--- config.mk ---
export PLATFORM = sky130hd
export DESIGN_NAME = comparator_control_logic
export DESIGN_NICKNAME = d
export VERILOG_FILES = /design/src/rtl/comparator_pkg.sv /design/src/rtl/comparator_sync.sv /design/src/rtl/comparator_control_logic.sv
export SDC_FILE = /design/constraint.sdc
export NUM_CORES = 1
export LEC_CHECK = 0
export ABC_CLOCK_PERIOD_IN_PS = 1500
export BUFFER_PORTS_ARGS = -buffer_cell sky130_fd_sc_hd__buf_2
export CORE_ASPECT_RATIO = 1.25
export CORE_MARGIN = 5
export CORE_UTILIZATION = 25
export CTS_CLUSTER_DIAMETER = 200
export CTS_CLUSTER_SIZE = 10
export DETAILED_ROUTE_END_ITERATION = 8
export PLACE_DENSITY_LB_ADDON = 0.08
export SLEW_MARGIN = 40
export SYNTH_ARGS = -nofsm -noshare
export SYNTH_HDL_FRONTEND = slang
export SYNTH_SLANG_ARGS = --single-unit
--- constraint.sdc ---
create_clock -name clk_sys -period 1.5 [get_ports clk_sys]
set_input_delay 0.3 -clock clk_sys [delete_from_list [all_inputs] [get_ports clk_sys]]
set_output_delay 0.3 -clock clk_sys [all_outputs]
set_load 0.005 [all_outputs]
--- src/rtl/comparator_pkg.sv ---
// Package: register map, field layout and types of the comparator control logic
package comparator_pkg;

  ////////////////////////////////////////////////////////////////////////////////
  // Register offsets
  localparam logic [7:0] REG_CTRL_ADDR       = 8'h18;
  localparam logic [7:0] REG_SEL_ADDR        = 8'h19;
  localparam logic [7:0] REG_IRQ_STATUS_ADDR = 8'h3A;
  localparam logic [7:0] REG_IRQ_ENABLE_ADDR = 8'h3B;
  localparam logic [7:0] REG_IRQ_CLEAR_ADDR  = 8'h3C;
  localparam logic [7:0] REG_T2_CLKSEL_ADDR  = 8'h3D;

  ////////////////////////////////////////////////////////////////////////////////
  // Field positions
  localparam int CTRL_ENABLE_BIT  = 7;
  localparam int CTRL_RESULT_BIT  = 6;
  localparam int CTRL_SAMPLE_BIT  = 5;
  localparam int CTRL_INVERT_BIT  = 4;
  localparam int CTRL_MINUS_LSB   = 1;
  localparam int CTRL_PLUS_BIT    = 0;
  localparam int SEL_OUT_EN_BIT   = 7;
  localparam int SEL_WAKE_EN_BIT  = 6;
  localparam int SEL_HIGH_BIT     = 5;
  localparam int SEL_LOW_BIT      = 4;
  localparam int SEL_LEVEL_LSB    = 0;
  localparam int IRQ_RISE_BIT     = 0;
  localparam int IRQ_FALL_BIT     = 1;
  localparam int IRQ_WAKE_BIT     = 2;
  localparam int IRQ_COUNT        = 3;

  ////////////////////////////////////////////////////////////////////////////////
  // Reset values and codes
  localparam logic [7:0]           CTRL_RESET       = 8'h00;
  localparam logic [7:0]           SEL_RESET        = 8'h00;
  localparam logic [3:0]           T2_CLKSEL_RESET  = 4'h0;
  localparam logic [IRQ_COUNT-1:0] IRQ_RESET        = 3'h0;
  localparam logic [3:0]           T2_CLK_FROM_CMP  = 4'h5;

  ////////////////////////////////////////////////////////////////////////////////
  // Types
  typedef enum logic [2:0] {
    MINUS_PA3      = 3'h0,
    MINUS_PA4      = 3'h1,
    MINUS_BANDGAP  = 3'h2,
    MINUS_LADDER   = 3'h3,
    MINUS_PB6      = 3'h4,
    MINUS_PB7      = 3'h5,
    MINUS_RSVD6    = 3'h6,
    MINUS_RSVD7    = 3'h7
  } minus_sel_t;

  typedef struct packed {
    logic       enable;
    logic       result;
    logic       sample;
    logic       invert;
    minus_sel_t minus_sel;
    logic       plus_pin4;
  } ctrl_t;

  typedef struct packed {
    logic       out_en;
    logic       wake_en;
    logic       range_high;
    logic       range_low;
    logic [3:0] level;
  } sel_t;

endpackage : comparator_pkg

--- src/rtl/comparator_sync.sv ---
// Two-stage synchroniser for the comparator output and the timer2 sampling clock
`timescale 1ns/1ps

module comparator_sync (
  // Clock and reset
  input  wire logic       clk_sys,
  input  wire logic       srst,
  // Asynchronous levels in, synchronised levels out
  input  wire logic [1:0] async_in,
  output logic      [1:0] sync_out
);

  logic [1:0] stage1_reg;
  logic [1:0] stage2_reg;

  // First stage feeds only the second
  always_ff @(posedge clk_sys) begin
    if (srst) begin
      stage1_reg <= 2'h0;
      stage2_reg <= 2'h0;
    end else begin
      stage1_reg <= async_in;
      stage2_reg <= stage1_reg;
    end
  end

  assign sync_out = stage2_reg;

endmodule // comparator_sync

--- src/rtl/comparator_control_logic.sv ---
// Digital control and result path around the analog comparator
`timescale 1ns/1ps

module comparator_control_logic (
  // Clock and reset
  input  wire logic       clk_sys,
  input  wire logic       srst,
  // Register port
  input  wire logic [7:0] reg_addr,
  input  wire logic [7:0] reg_wdata,
  input  wire logic       reg_wr,
  input  wire logic       reg_rd,
  output logic      [7:0] reg_rdata,
  // Analog core
  input  wire logic       cmp_raw,
  input  wire logic       timer2_sample_clock,
  output logic            cmp_enable,
  output logic      [2:0] minus_select,
  output logic            minus_connect,
  output logic            plus_pin4,
  output logic            ladder_high,
  output logic            ladder_low,
  output logic      [3:0] ladder_level,
  // Pin and system
  output logic            port_a_pin0_o,
  output logic            port_a_pin0_oe,
  output logic            wake_event,
  output logic            timer2_cmp_clock,
  output logic            irq
);

  ////////////////////////////////////////////////////////////////////////////////
  // Declarations
  comparator_pkg::ctrl_t                     ctrl_reg;
  comparator_pkg::sel_t                      sel_reg;
  logic [3:0]                                t2_clksel_reg;
  logic [comparator_pkg::IRQ_COUNT-1:0]      irq_status_reg;
  logic [comparator_pkg::IRQ_COUNT-1:0]      irq_enable_reg;
  logic [comparator_pkg::IRQ_COUNT-1:0]      irq_event;
  logic [1:0]                                sync_q;
  logic                                      tm2_d_reg;
  logic                                      tm2_rise;
  logic                                      result_reg;
  logic                                      result_d_reg;
  logic                                      result_pol;
  logic                                      result_out_reg;
  logic                                      minus_connect_reg;
  logic                                      pin0_o_reg;
  logic                                      pin0_oe_reg;
  logic                                      wake_reg;
  logic                                      t2_clk_reg;
  logic                                      irq_reg;
  logic [7:0]                                rdata_reg;
  logic [7:0]                                rdata_next;

  // Reserved minus-input codes
  function automatic logic is_reserved(input comparator_pkg::minus_sel_t code);
    is_reserved = (code == comparator_pkg::MINUS_RSVD6) ||
                  (code == comparator_pkg::MINUS_RSVD7);
  endfunction

  // Address match helper
  function automatic logic hit(input logic [7:0] addr, input logic [7:0] target);
    hit = (addr == target);
  endfunction

  ////////////////////////////////////////////////////////////////////////////////
  // Register writes
  // enable bit written
  always_ff @(posedge clk_sys) begin
    if (srst) begin
      ctrl_reg <= comparator_pkg::ctrl_t'(comparator_pkg::CTRL_RESET);
    end else if (reg_wr && hit(reg_addr, comparator_pkg::REG_CTRL_ADDR)) begin
      ctrl_reg        <= comparator_pkg::ctrl_t'(reg_wdata);
      ctrl_reg.result <= 1'b0;
    end
  end

  always_ff @(posedge clk_sys) begin
    if (srst) begin
      sel_reg <= comparator_pkg::sel_t'(comparator_pkg::SEL_RESET);
    end else if (reg_wr && hit(reg_addr, comparator_pkg::REG_SEL_ADDR)) begin
      sel_reg <= comparator_pkg::sel_t'(reg_wdata);
    end
  end

  always_ff @(posedge clk_sys) begin
    if (srst) begin
      t2_clksel_reg  <= comparator_pkg::T2_CLKSEL_RESET;
      irq_enable_reg <= comparator_pkg::IRQ_RESET;
    end else if (reg_wr) begin
      if (hit(reg_addr, comparator_pkg::REG_T2_CLKSEL_ADDR)) begin
        t2_clksel_reg <= reg_wdata[3:0];
      end
      if (hit(reg_addr, comparator_pkg::REG_IRQ_ENABLE_ADDR)) begin
        irq_enable_reg <= reg_wdata[comparator_pkg::IRQ_COUNT-1:0];
      end
    end
  end

  ////////////////////////////////////////////////////////////////////////////////
  // Synchronisers
  // two-stage sync
  comparator_sync u_sync (
    .clk_sys  (clk_sys),
    .srst     (srst),
    .async_in ({timer2_sample_clock, cmp_raw}),
    .sync_out (sync_q)
  );

  always_ff @(posedge clk_sys) begin
    if (srst) begin
      tm2_d_reg <= 1'b0;
    end else begin
      tm2_d_reg <= sync_q[1];
    end
  end

  assign tm2_rise = sync_q[1] & ~tm2_d_reg;

  ////////////////////////////////////////////////////////////////////////////////
  // Result path
  // reserved code forces zero
  always_ff @(posedge clk_sys) begin
    if (srst) begin
      result_reg   <= 1'b0;
      result_d_reg <= 1'b0;
    end else begin
      result_reg   <= ctrl_reg.enable && !is_reserved(ctrl_reg.minus_sel) && sync_q[0];
      result_d_reg <= result_reg;
    end
  end

  assign result_pol = result_reg ^ ctrl_reg.invert;

  always_ff @(posedge clk_sys) begin
    if (srst) begin
      result_out_reg <= 1'b0;
    end else if (!ctrl_reg.sample || tm2_rise) begin
      result_out_reg <= result_pol;
    end
  end

  always_ff @(posedge clk_sys) begin
    if (srst) begin
      pin0_o_reg  <= 1'b0;
      pin0_oe_reg <= 1'b0;
    end else begin
      pin0_o_reg  <= sel_reg.out_en & result_out_reg;
      pin0_oe_reg <= sel_reg.out_en;
    end
  end

  always_ff @(posedge clk_sys) begin
    if (srst) begin
      wake_reg <= 1'b0;
    end else begin
      wake_reg <= sel_reg.wake_en && (result_reg != result_d_reg);
    end
  end

  always_ff @(posedge clk_sys) begin
    if (srst) begin
      t2_clk_reg <= 1'b0;
    end else begin
      t2_clk_reg <= (t2_clksel_reg == comparator_pkg::T2_CLK_FROM_CMP) & result_out_reg;
    end
  end

  always_ff @(posedge clk_sys) begin
    if (srst) begin
      minus_connect_reg <= 1'b0;
    end else begin
      minus_connect_reg <= !is_reserved(ctrl_reg.minus_sel);
    end
  end

  ////////////////////////////////////////////////////////////////////////////////
  // Interrupt status
  assign irq_event[comparator_pkg::IRQ_RISE_BIT] = result_reg & ~result_d_reg;
  assign irq_event[comparator_pkg::IRQ_FALL_BIT] = ~result_reg & result_d_reg;
  assign irq_event[comparator_pkg::IRQ_WAKE_BIT] = wake_reg;

  generate
    for (genvar i = 0; i < comparator_pkg::IRQ_COUNT; i++) begin : g_irq
      always_ff @(posedge clk_sys) begin
        if (srst) begin
          irq_status_reg[i] <= 1'b0;
        end else if (irq_event[i]) begin
          irq_status_reg[i] <= 1'b1;
        end else if (reg_wr && hit(reg_addr, comparator_pkg::REG_IRQ_CLEAR_ADDR) &&
                     reg_wdata[i]) begin
          irq_status_reg[i] <= 1'b0;
        end
      end
    end
  endgenerate

  always_ff @(posedge clk_sys) begin
    if (srst) begin
      irq_reg <= 1'b0;
    end else begin
      irq_reg <= |(irq_status_reg & irq_enable_reg);
    end
  end

  ////////////////////////////////////////////////////////////////////////////////
  // Read path
  always_comb begin
    rdata_next = 8'h00;
    case (reg_addr)
      comparator_pkg::REG_CTRL_ADDR: begin
        rdata_next = ctrl_reg;
        rdata_next[comparator_pkg::CTRL_RESULT_BIT] = result_reg;
      end
      comparator_pkg::REG_SEL_ADDR:        rdata_next = sel_reg;
      comparator_pkg::REG_IRQ_STATUS_ADDR: rdata_next = {5'h00, irq_status_reg};
      comparator_pkg::REG_IRQ_ENABLE_ADDR: rdata_next = {5'h00, irq_enable_reg};
      comparator_pkg::REG_T2_CLKSEL_ADDR:  rdata_next = {4'h0, t2_clksel_reg};
      default:                             rdata_next = 8'h00;
    endcase
  end

  always_ff @(posedge clk_sys) begin
    if (srst) begin
      rdata_reg <= 8'h00;
    end else if (reg_rd) begin
      rdata_reg <= rdata_next;
    end else begin
      rdata_reg <= 8'h00;
    end
  end

  ////////////////////////////////////////////////////////////////////////////////
  // Outputs
  // plus input route
  assign plus_pin4        = ctrl_reg.plus_pin4;
  assign cmp_enable       = ctrl_reg.enable;
  assign minus_select     = ctrl_reg.minus_sel;
  assign minus_connect    = minus_connect_reg;
  assign ladder_high      = sel_reg.range_high;
  assign ladder_low       = sel_reg.range_low;
  assign ladder_level     = sel_reg.level;
  assign port_a_pin0_o    = pin0_o_reg;
  assign port_a_pin0_oe   = pin0_oe_reg;
  assign wake_event       = wake_reg;
  assign timer2_cmp_clock = t2_clk_reg;
  assign irq              = irq_reg;
  assign reg_rdata        = rdata_reg;
endmodule // comparator_control_logic

### Word level (Yosys, flattened, before mapping)

Index checks and enable logic that the tools add are counted.
Widths: inputs -> output; s select.

| cells by class | value |
|---|---|
| add/subtract/negate cells | 0 |
| multipliers | 0 |
| div/mod/pow operators | 0 |
| $lt $le $gt $ge | 0 |
| equal/unequal tests | 10 |
| shifts and indexed selects | 0 |
| mux-type cells | 7 |
| bitwise gates (word level) | 11 |
| reduce and logical (&&, ||, !) cells | 20 |

Operators by type and width:

| cell | count |
|---|---|
| $pmux 8 s5 | 1 |
| $eq 8x6->1 const B | 4 |
| $eq 8x5->1 const B | 2 |
| $logic_and 1x1->1 | 9 |
| $eq 3x3->1 const B | 2 |
| $mux 1 | 6 |
| $reduce_bool 2->1 | 3 |
| $and 1x1->1 | 5 |
| $eq 4x3->1 const B | 1 |
| $not 1->1 | 4 |
| $reduce_and 2->1 | 2 |
| $and 3x3->3 | 1 |
| $reduce_or 3->1 | 1 |
| $logic_not 1->1 | 2 |
| $logic_or 1x1->1 | 2 |
| $reduce_or 2->1 | 1 |
| $ne 1x1->1 | 1 |
| $xor 1x1->1 | 1 |

| storage, ports and cells | value |
|---|---|
| register bits after elaboration | 47 |
| bits in latches | 0 |
| bits in writable memories | 0 |
| ROM bits | 0 |
| input port bits | 22 |
| output and inout bits | 25 |
| word-level logic and storage cells | 76 |
| memories kept | 0 |

### Logic depth before layout (Yosys ltp)

Gate-level depths: netlist of the first run.

| depth | value |
|---|---|
| depth after elaboration | 5 |
| gate-level depth with buffers | 7 |

### Hierarchy

Synthesis of the first run repeated with hierarchy kept, for this count alone.

| second synthesis, totals | value |
|---|---|
| cell total of the unflattened synthesis | 197 |
| area total of the unflattened synthesis | 1930.6 um2 |

By module, submodules not included:

| module | times used | cells an instance | area an instance (um2) |
|---|---|---|---|
| comparator_control_logic | 1 | 189 | 1825.5 |
| comparator_sync | 1 | 8 | 105.1 |

### Worst setup path after synthesis of the first run

No wires, ideal clock.

| timing path | value |
|---|---|
| path type | input -> register |
| start point | in reg_addr[0] |
| end point | reg sel_reg (netlist bit ladder_level[1]) |
| library setup time | 0.131 ns |
| arrival time | 1.188 ns |
| path slack | 0.180 ns |
| cell stages on the path | 5 |
| cells stage by stage | buf_2 and2b_1 nand4_2 mux2i_1 nor2_1 |

| on the way | value |
|---|---|
| word-level cells in the longest chain between the ends | 2 |

Ends and longest elaborated chain:

| what | line | source |
|---|---|---|
| start: declaration | comparator_control_logic.sv:9 | `input wire logic [7:0] reg_addr,` |
| $eq 8x5->1 | comparator_control_logic.sv:64 | `hit = (addr == target);` |
| $logic_and 1x1->1 | comparator_control_logic.sv:82 | `end else if (reg_wr && hit(reg_addr, comparator_pkg::REG_SEL_ADDR)) begin` |
| end signal: assignment | comparator_control_logic.sv:81 | `sel_reg <= comparator_pkg::sel_t'(comparator_pkg::SEL_RESET);` |
| end signal: assignment | comparator_control_logic.sv:83 | `sel_reg <= comparator_pkg::sel_t'(reg_wdata);` |
| end: declaration | comparator_control_logic.sv:35 | `comparator_pkg::sel_t sel_reg;` |

No other way between the ends.
A chain may end at the register's enable or synchronous reset.

### Worst setup path after layout of the first run

| timing path | value |
|---|---|
| start point | reg result_reg |
| end point | reg irq_status_reg[1] (netlist name) |

| on the way | value |
|---|---|
| word-level cells in the longest chain between the ends | 3 |

Ends and longest elaborated chain:

| what | line | source |
|---|---|---|
| start: declaration | comparator_control_logic.sv:43 | `logic result_reg;` |
| start signal: assignment | comparator_control_logic.sv:129 | `result_reg <= ctrl_reg.enable && !is_reserved(ctrl_reg.minus_sel) && sync_q[0];` |
| $not 1->1 * | comparator_control_logic.sv:181 | `assign irq_event[comparator_pkg::IRQ_FALL_BIT] = ~result_reg & result_d_reg;` |
| $and 1x1->1 * | comparator_control_logic.sv:181 |  |
| via irq_event (one bit) | comparator_control_logic.sv:39 | `logic [comparator_pkg::IRQ_COUNT-1:0] irq_event;` |
| $mux 1 or $reduce_bool 2->1 (tied branches) | n/a |  |
| end signal: indexed assignment | comparator_control_logic.sv:188 | `irq_status_reg[i] <= 1'b0;` |
| end signal: indexed assignment | comparator_control_logic.sv:190 | `irq_status_reg[i] <= 1'b1;` |
| end signal: indexed assignment | comparator_control_logic.sv:193 | `irq_status_reg[i] <= 1'b0;` |
| end: declaration | comparator_control_logic.sv:37 | `logic [comparator_pkg::IRQ_COUNT-1:0] irq_status_reg;` |

The timed path passes the listed nets; every way through them passes the cells marked *.

==> results of run 1 <==
critical path, cell delays in order (launching register included):
cell and delay (ps):
dfxtp_1 440, inv_1 90, ha_1 220, nor4b_1 310, nor3_1 80
through the flow:
| stage | cell area [µm²] | setup slack, ps | cells | hold WS (ps) | utilization (%) |
|---|---|---|---|---|---|
| 6_report | 2510 | 250 | 347 | 193 | 32.1 |
| 3_5_place_dp | 2410 | -62.9 | 339 | 423 | 30.8 |
| 2_1_floorplan | 2010 | 180 | 197 | 371 | - |
| 3_3_place_gp | 2410 | -54.0 | 339 | 417 | 30.8 |
| 5_1_grt | 2510 | 117 | 347 | 212 | 32.1 |
| 4_1_cts | 2510 | 218 | 347 | 187 | 32.1 |
area by class of cell:
type,instances,area (µm²)
Sequential cell,47,941
Tap cell,95,119
Fill cell,846,5320
Clock buffer,6,82.6
Multi-Input combinational cell,131,948
Timing Repair Buffer,63,395
Clock inverter,2,16.3
Inverter,3,11.3
path summary, 6_finish.rpt:
check | to | depth (start not counted)
setup / recovery | irq_status_reg[1] | 4
hold reg to reg | tm2_d_reg | 2
hold / removal | u_sync.stage1_reg[1] | 2
setup reg to reg | irq_status_reg[1] | 4
Yosys cell counts (2+ instances only):
cell	count	area [µm²]
ha_1	2	25.0
nand4_2	2	25.0
clkbuf_1	2	7.51
and3_1	3	18.8
mux2_2	4	45.0
buf_2	3	15.0
a22oi_1	6	45.0
buf_1	2	7.51
nor3_1	5	25.0
nand3_2	7	70.1
inv_1	3	11.3
nor2b_1	5	31.3
dfxtp_1	47	941
nand2_1	15	56.3
o21ai_0	2	10.0
nor3b_1	2	15.0
buf_4	7	52.6
nor2_1	28	105
nand2b_1	2	12.5
a222oi_1	2	20.0
mux2i_1	14	140
a21oi_2	7	61.3
and2_1	2	12.5
a22o_1	3	26.3
a21oi_1	3	15.0
nor4b_1	3	26.3
power by group through the flow:
stage / combinational (W) / clock [W] / sequential [W]
finish: 0.000147 / 0.000835 / 0.00126
global route: 0.000162 / 0.000929 / 0.00126
CTS: 0.000150 / 0.000872 / 0.00126
detailed placement: 0.000149 / 0 / 0.00129
global placement: 0.000150 / 0 / 0.00129
floorplan: 0.0000646 / 0 / 0.00129
metal layers:
layer | vias to the layer above | track usage [%] | part of all wire, %
met1 | 748 | 13.9 | 45
met2 | 40 | 19.5 | 49
met4 | 0 | 4.15 | 1.6
met3 | 10 | 2.78 | 4.1
li1 | 789 | - | -
met5 | - | 0 | 0
logic make-up after synthesis:
group	after synthesis	share of synthesized area [%]
multiplexers	18	9.22
AO/OA/AOI/OAI	27	10.6
XOR/XNOR	1	0.436
adder cells (fa/ha/maj)	2	1.25
flip-flops	47	46.8
AND/OR/NAND/NOR	83	25.7
buffers and inverters	19	5.98
==> results.toml, run 1 <==
[hold_path]
hp-start = "timer2_sample_clock"
hold_path.class = "input pin to flip-flop"

[synthesis]
synth_edf_count = 0
ys_seq_area_share_pct = 46.8
synth_area_um2 = 2010
yosys_warnings = 0
ys_ff_latch = 47
syn_area_per_cell_um2 = 10.2
synth_fp_nets = 221
async_flop_share_pct = 0
synth_cell_types = 42
syn_inst = 197
synthFlopType = "dfxtp_1"

[routing]
vias = 1587
ant_nets = 0
wl_per_cell_um = 15.7
drc = 0
drt_iter0_drc = 43
drt_pass1_iterations = 4
viasPerCell = 4.57
routed_wl_mm = 5.45

[finish]
area_growth_pct = 25.1
layout.nets = 275
final_cell_mix = "47 x dfxtp_1, 46 x buf_2, 28 x nor2_1, 15 x nand2_1"
final_common_cell = "dfxtp_1"
drive_gt1_share_pct = 38.5
largest_register_ffs = 8
diodes = 0

[clock_network]
cts_buffers = 5
tritoncts = "done"
cts_repair_resize_count = 0
cts.reportedPaths.clkPinSlew_ps = 90
cts_buffer_depth = 2
htree_levels = 2
clk_latency_ps = 310
postCtsSetupBuffers = 0
cts_root_buffer = "clkbuf_8"
cts.sinks = 47
ctsHoldBuffers = 0

[global_routing]
gr-usage-all-layers_pct = 11.4
grt_pass1_wl_mm = 8.70
grt_pass1_vias = 1588
grt_overflow_total = 0
antenna_found_initial = 0
grt_max_degree = 38

[setup_path]
end_kind = "flip-flop"
crit_type = "flip-flop to flip-flop"
r2r-start = "result_reg"
r2r_slack_ps = 250
crit_start = "result_reg"
arrival_ps = 1450
worstPathMaxFanout = 4
required_ps = 1700
startpoint_type = "flip-flop"

[placement]
gp_congestion = 0.741
io_buffer_count = 46
dp_hpwl_mm = 4.03

[floorplanning]
die-area_um2 = 9940
floorplan.initialDensity_pct = 25.6
fp.coreArea_um2 = 7840
io_pins = 47
die_w_um = 90.2
row_count = 36
die_y_um = 110

[pwr]
power_frac_clock_pct = 37.3
p_comb_share_pct = 6.6
power.internal_w = 0.00169
power_density_nw_per_um2 = 890
total_switching_power_w = 0.000546
switching_share_pct = 24.4
ir_worst_vdd_mv = 0.371
p_leak_nw = 1.07
pwr-share-seq_pct = 56.1
total_power_w = 0.00224

[timing]
setup-tns-final_ps = 0
period_share_pct = 83.3
slew_violations = 0
hold_violations = 0
period_needed_ps = 1250
finClkSkew_ps = 10.4
slew_headroom_pct = 72.4
rsz0062_at_grt = "no"
finalSetupViolCount = 0
fmax_mhz = 800
worstMarginPinSlew_ps = 413

[run]
max_cap_violations = 0

[run_status]
outcome = "complete, no violations"
Power figures use the tool's default switching activity.
==> inputs of run 2 (changes only) <==
--- a/config.mk
+++ b/config.mk
@@ -5,7 +5,7 @@
 export SDC_FILE = /design/constraint.sdc
 export NUM_CORES = 1
 export LEC_CHECK = 0
-export ABC_CLOCK_PERIOD_IN_PS = 1500
+export ABC_CLOCK_PERIOD_IN_PS = 1100
 export BUFFER_PORTS_ARGS = -buffer_cell sky130_fd_sc_hd__buf_2
 export CORE_ASPECT_RATIO = 1.25
 export CORE_MARGIN = 5
==> constraint.sdc (replaced) <==
create_clock -name clk_sys -period 1.1 [get_ports clk_sys]
set_input_delay 0.22 -clock clk_sys [delete_from_list [all_inputs] [get_ports clk_sys]]
set_output_delay 0.22 -clock clk_sys [all_outputs]
set_load 0.005 [all_outputs]
==> results.toml, run 2 (synthesized netlist as in run 1, its figures left out) <==
[timing]
hold_violations = 0
finClkSkew_ps = 2.84
whs_ps = 126
worstMarginPinSlew_ps = 335
period_needed_ps = 1080
period_share_pct = 98.6
slew_headroom_pct = 77.5
rsz0062_at_grt = "yes"
slew_violations = 0
finalSetupViolCount = 0
fmax_mhz = 922

[routing]
drc = 0
routed_wl_mm = 5.38
ant_nets = 0
wl_per_cell_um = 15.2
vias = 1577
drt_iter0_drc = 72
drt_pass1_iterations = 5
viasPerCell = 4.44

[setup_path]
critical_path_buf_inv_count = 1
end_kind = "flip-flop"
arrival_ps = 1270
crit_type = "input pin to flip-flop"
slowest_delay_ps = 350
required_ps = 1290
worstPathMaxFanout = 7
path_delay_family = "simple AND/OR/NAND/NOR gates"
cp_cell_sequence = "buf_2 -> and2b_2 -> and2_1 -> a222oi_1 -> nor2_1"
startpoint_type = "input pin"
crit_path_top_delay_cell = "a222oi_1"

[pwr]
power_frac_clock_pct = 41.2
power.internal_w = 0.00254
power_density_nw_per_um2 = 1230
p_comb_share_pct = 6.3
pwr-share-seq_pct = 52.5
total_power_w = 0.00326
p_leak_nw = 1.12
ir_worst_vdd_mv = 0.588
total_switching_power_w = 0.000720
switching_share_pct = 22.1

[global_routing]
grt_max_degree = 25
antenna_found_initial = 0
grt_pass1_wl_mm = 8.75
gr-usage-all-layers_pct = 11.2
grt_pass1_vias = 1671
grt_overflow_total = 0

[finish]
layout.nets = 283
area_growth_pct = 31.5
drive_gt1_share_pct = 45.4
final_cell_mix = "44 x buf_2, 42 x dfxtp_1, 28 x nor2_1, 23 x buf_4, 15 x nand2_1"
utilization_pct = 33.7
final_common_cell = "buf_2"
largest_register_ffs = 8
diodes = 0

[floorplanning]
die-area_um2 = 9940
die_w_um = 90.2
floorplan.initialDensity_pct = 25.6
io_pins = 47
die_y_um = 110
row_count = 36
fp.coreArea_um2 = 7840

[clock_network]
cts.sinks = 47
tritoncts = "done"
clk_latency_ps = 300
cts.reportedPaths.clkPinSlew_ps = 90
cts_root_buffer = "clkbuf_8"
cts_buffers = 5
cts_buffer_depth = 2
htree_levels = 2

[placement]
dp_hpwl_mm = 4.13
gp_congestion = 0.795
io_buffer_count = 46

[run_status]
outcome = "complete, no violations"

[hold_path]
hold_path.class = "input pin to flip-flop"

[run]
max_cap_violations = 0
## run 2: worst paths after layout
path / end / depth (start not counted) / start / slack (ps)
max: reg_rdata[0] / 5 / reg_addr[0] / 20
min: u_sync.stage1_reg[1] / 2 / timer2_sample_clock / 130
max reg2reg: reg_rdata[0] / 3 / irq_status_reg[0] / 40
min reg2reg: u_sync.sync_out[0] / 1 / u_sync.stage1_reg[0] / 440
## run 2: routing by layer
metal / part of all wire, % / track usage [%] / vias to the layer above
li1: - / - / 808
met1: 48 / 14.6 / 715
met2: 45 / 17.7 / 46
met3: 5.3 / 3.26 / 8
met4: 1.6 / 3.83 / 0
met5: 0 / 0 / -
## run 2: per-stage QoR
stage	area [µm²]	setup TNS [ps]	cells	worst slack, ps
after floorplan	2050	-1910	197	-124
after global placement	2490	-7680	347	-332
after detailed placement	2490	-7550	347	-306
after CTS	2630	0	354	1.28
after global routing	2640	-15.7	355	-9.48
final	2640	0	355	15.8
## run 2: power by group through the flow
stage	clock network, W	logic (W)	registers (W)
floorplan	0	0.0000941	0.00175
global placement	0	0.000212	0.00175
detailed placement	0	0.000210	0.00175
CTS	0.00140	0.000211	0.00171
global route	0.00144	0.000227	0.00171
finish	0.00134	0.000207	0.00171
## run 2: timing repair
action                                  in CTS  in global routing
gates resized for setup                      8                  4
hold buffers                                 0                  0
pin swaps                                    0                  3
endpoints found under the setup margin       4                 13
buffers inserted                             0                  1
## run 2: cell type report
class | instances | area [µm²]
fill | 827 | 5190
multi-input combinational | 131 | 995
sequential | 47 | 950
timing repair buffer | 71 | 447
tap | 95 | 119
clock buffer | 6 | 82.6
clock inverter | 2 | 38.8
inverter | 3 | 11.3
==> inputs of run 3 (changes only) <==
--- a/config.mk
+++ b/config.mk
@@ -9,7 +9,7 @@
 export BUFFER_PORTS_ARGS = -buffer_cell sky130_fd_sc_hd__buf_2
 export CORE_ASPECT_RATIO = 1.25
 export CORE_MARGIN = 5
-export CORE_UTILIZATION = 25
+export CORE_UTILIZATION = 47
 export CTS_CLUSTER_DIAMETER = 200
 export CTS_CLUSTER_SIZE = 10
 export DETAILED_ROUTE_END_ITERATION = 8
==> results.toml, run 3 (synthesized netlist as in run 1, its figures left out) <==
[finish]
final_common_cell = "buf_2"
utilization_pct = 60.8
fin_cells = 310
largest_register_ffs = 8
diodes = 0
multi_input_area_um2 = 990
area_growth_pct = 25.0
drive_gt1_share_pct = 43.3
final_cell_mix = "45 x buf_2, 43 x dfxtp_1, 28 x nor2_1, 19 x buf_4, 15 x nand2_1"
layout.nets = 277
regArea_um2 = 946
n_fill_cell = 370

[global_routing]
grt_pass1_vias = 1592
gr-usage-all-layers_pct = 17.6
antenna_found_initial = 0
grt_max_degree = 17
grt_overflow_total = 0
grt_pass1_wl_mm = 7.69

[timing]
hold_violations = 0
period_needed_ps = 1070
slew_violations = 0
worst_slack_ps = 31.5
fmax_mhz = 936
worstMarginPinSlew_ps = 372
slew_headroom_pct = 75.0
rsz0062_at_grt = "yes"
finClkSkew_ps = 10.1
period_share_pct = 97.1
finalSetupViolCount = 0
setup-tns-final_ps = 0

[pwr]
ir_worst_vdd_mv = 0.917
power_density_nw_per_um2 = 1280
p_leak_nw = 1.08

[clock_network]
tritoncts = "done"
cts_buffers = 5
ctsHoldBuffers = 0
cts_root_buffer = "clkbuf_8"
cts.reportedPaths.clkPinSlew_ps = 100
clk_latency_ps = 300
htree_levels = 2
cts_buffer_depth = 2
cts.sinks = 47

[run]
max_cap_violations = 0

[floorplanning]
io_pins = 47
fp.coreArea_um2 = 4130
die-area_um2 = 5690
die_w_um = 68.5
floorplan.initialDensity_pct = 48.6
die_y_um = 83.1
row_count = 26

[placement]
gp_congestion = 0.858
dp_hpwl_mm = 3.63
io_buffer_count = 46
dp_slack_ps = -287
placed_cells = 302

[setup_path]
end_kind = "flip-flop"
startpoint_type = "flip-flop"
worstPathMaxFanout = 3
ff2ff_path_depth = 3
crit_start = "ladder_level[0]"
arrival_ps = 1270
r2r-start = "ladder_level[0]"
required_ps = 1300
crit_type = "flip-flop to flip-flop"

[routing]
drt_iter0_drc = 89
viasPerCell = 5.22
vias = 1617
drc = 0
drt_pass1_iterations = 4
wl_per_cell_um = 15.3
routed_wl_mm = 4.73
ant_nets = 0

[hold_path]
hp-start = "timer2_sample_clock"
hold_path.class = "input pin to flip-flop"
whs_path_depth = 2

[run_status]
outcome = "complete, no violations"
## run 3: worst max-delay path, stage by stage (launching register included)
cell	delay (ps)
dfxtp_1	340
a22o_1	210
a222oi_1	350
nor2_1	60
## run 3: layout make-up
| cell class | instances | share of cell area [%] |
|---|---|---|
| Clock buffer | 5 | 2.74 |
| Timing Repair Buffer | 65 | 15.1 |
| Clock inverter | 3 | 1.89 |
| Multi-Input combinational cell | 131 | 39.4 |
| Inverter | 3 | 0.448 |
| Tap cell | 56 | 2.79 |
| Sequential cell | 47 | 37.6 |
## run 3: through the flow
stage | hold WS (ps) | total power [W] | area, µm²
global placement | 421 | 0.00196 | 2380
finish | 121 | 0.00321 | 2510
global route | 122 | 0.00333 | 2510
floorplan | 291 | 0.00185 | 2050
detailed placement | 429 | 0.00196 | 2380
CTS | 118 | 0.00324 | 2500
## run 3: repair_timing
action | 4_1_cts | 5_1_grt
gates resized for setup | 1 | 6
pin swaps | 0 | 4
setup buffers | 0 | 0
gates cloned | 0 | 0
endpoints found under the setup margin | 1 | 9
## run 3: layer usage
metal / up-vias / share of wire (%) / GRT usage, % / wire (µm)
li1: 795 / - / - / -
met1: 749 / 45 / 23.4 / 2140
met2: 63 / 47 / 26.6 / 2200
met3: 10 / 6.3 / 4.46 / 297
met4: 0 / 2.0 / 6.69 / 93
met5: - / 0 / 0 / 0
## run 3: path summary, 6_finish.rpt
kind	slack, ps	to
min reg2reg	440	tm2_d_reg
max	30	reg_rdata[0]
max reg2reg	30	reg_rdata[0]
min	120	u_sync.stage1_reg[1]
## run 3: power breakdown
part / total [W] / switching [W] / leakage (nW) / internal (W)
Clock: 0.00129 / 0.000603 / 0.0587 / 0.000689
Combinational: 0.000210 / 0.000120 / 0.638 / 0.0000907
Sequential: 0.00171 / 0.00000261 / 0.382 / 0.00171
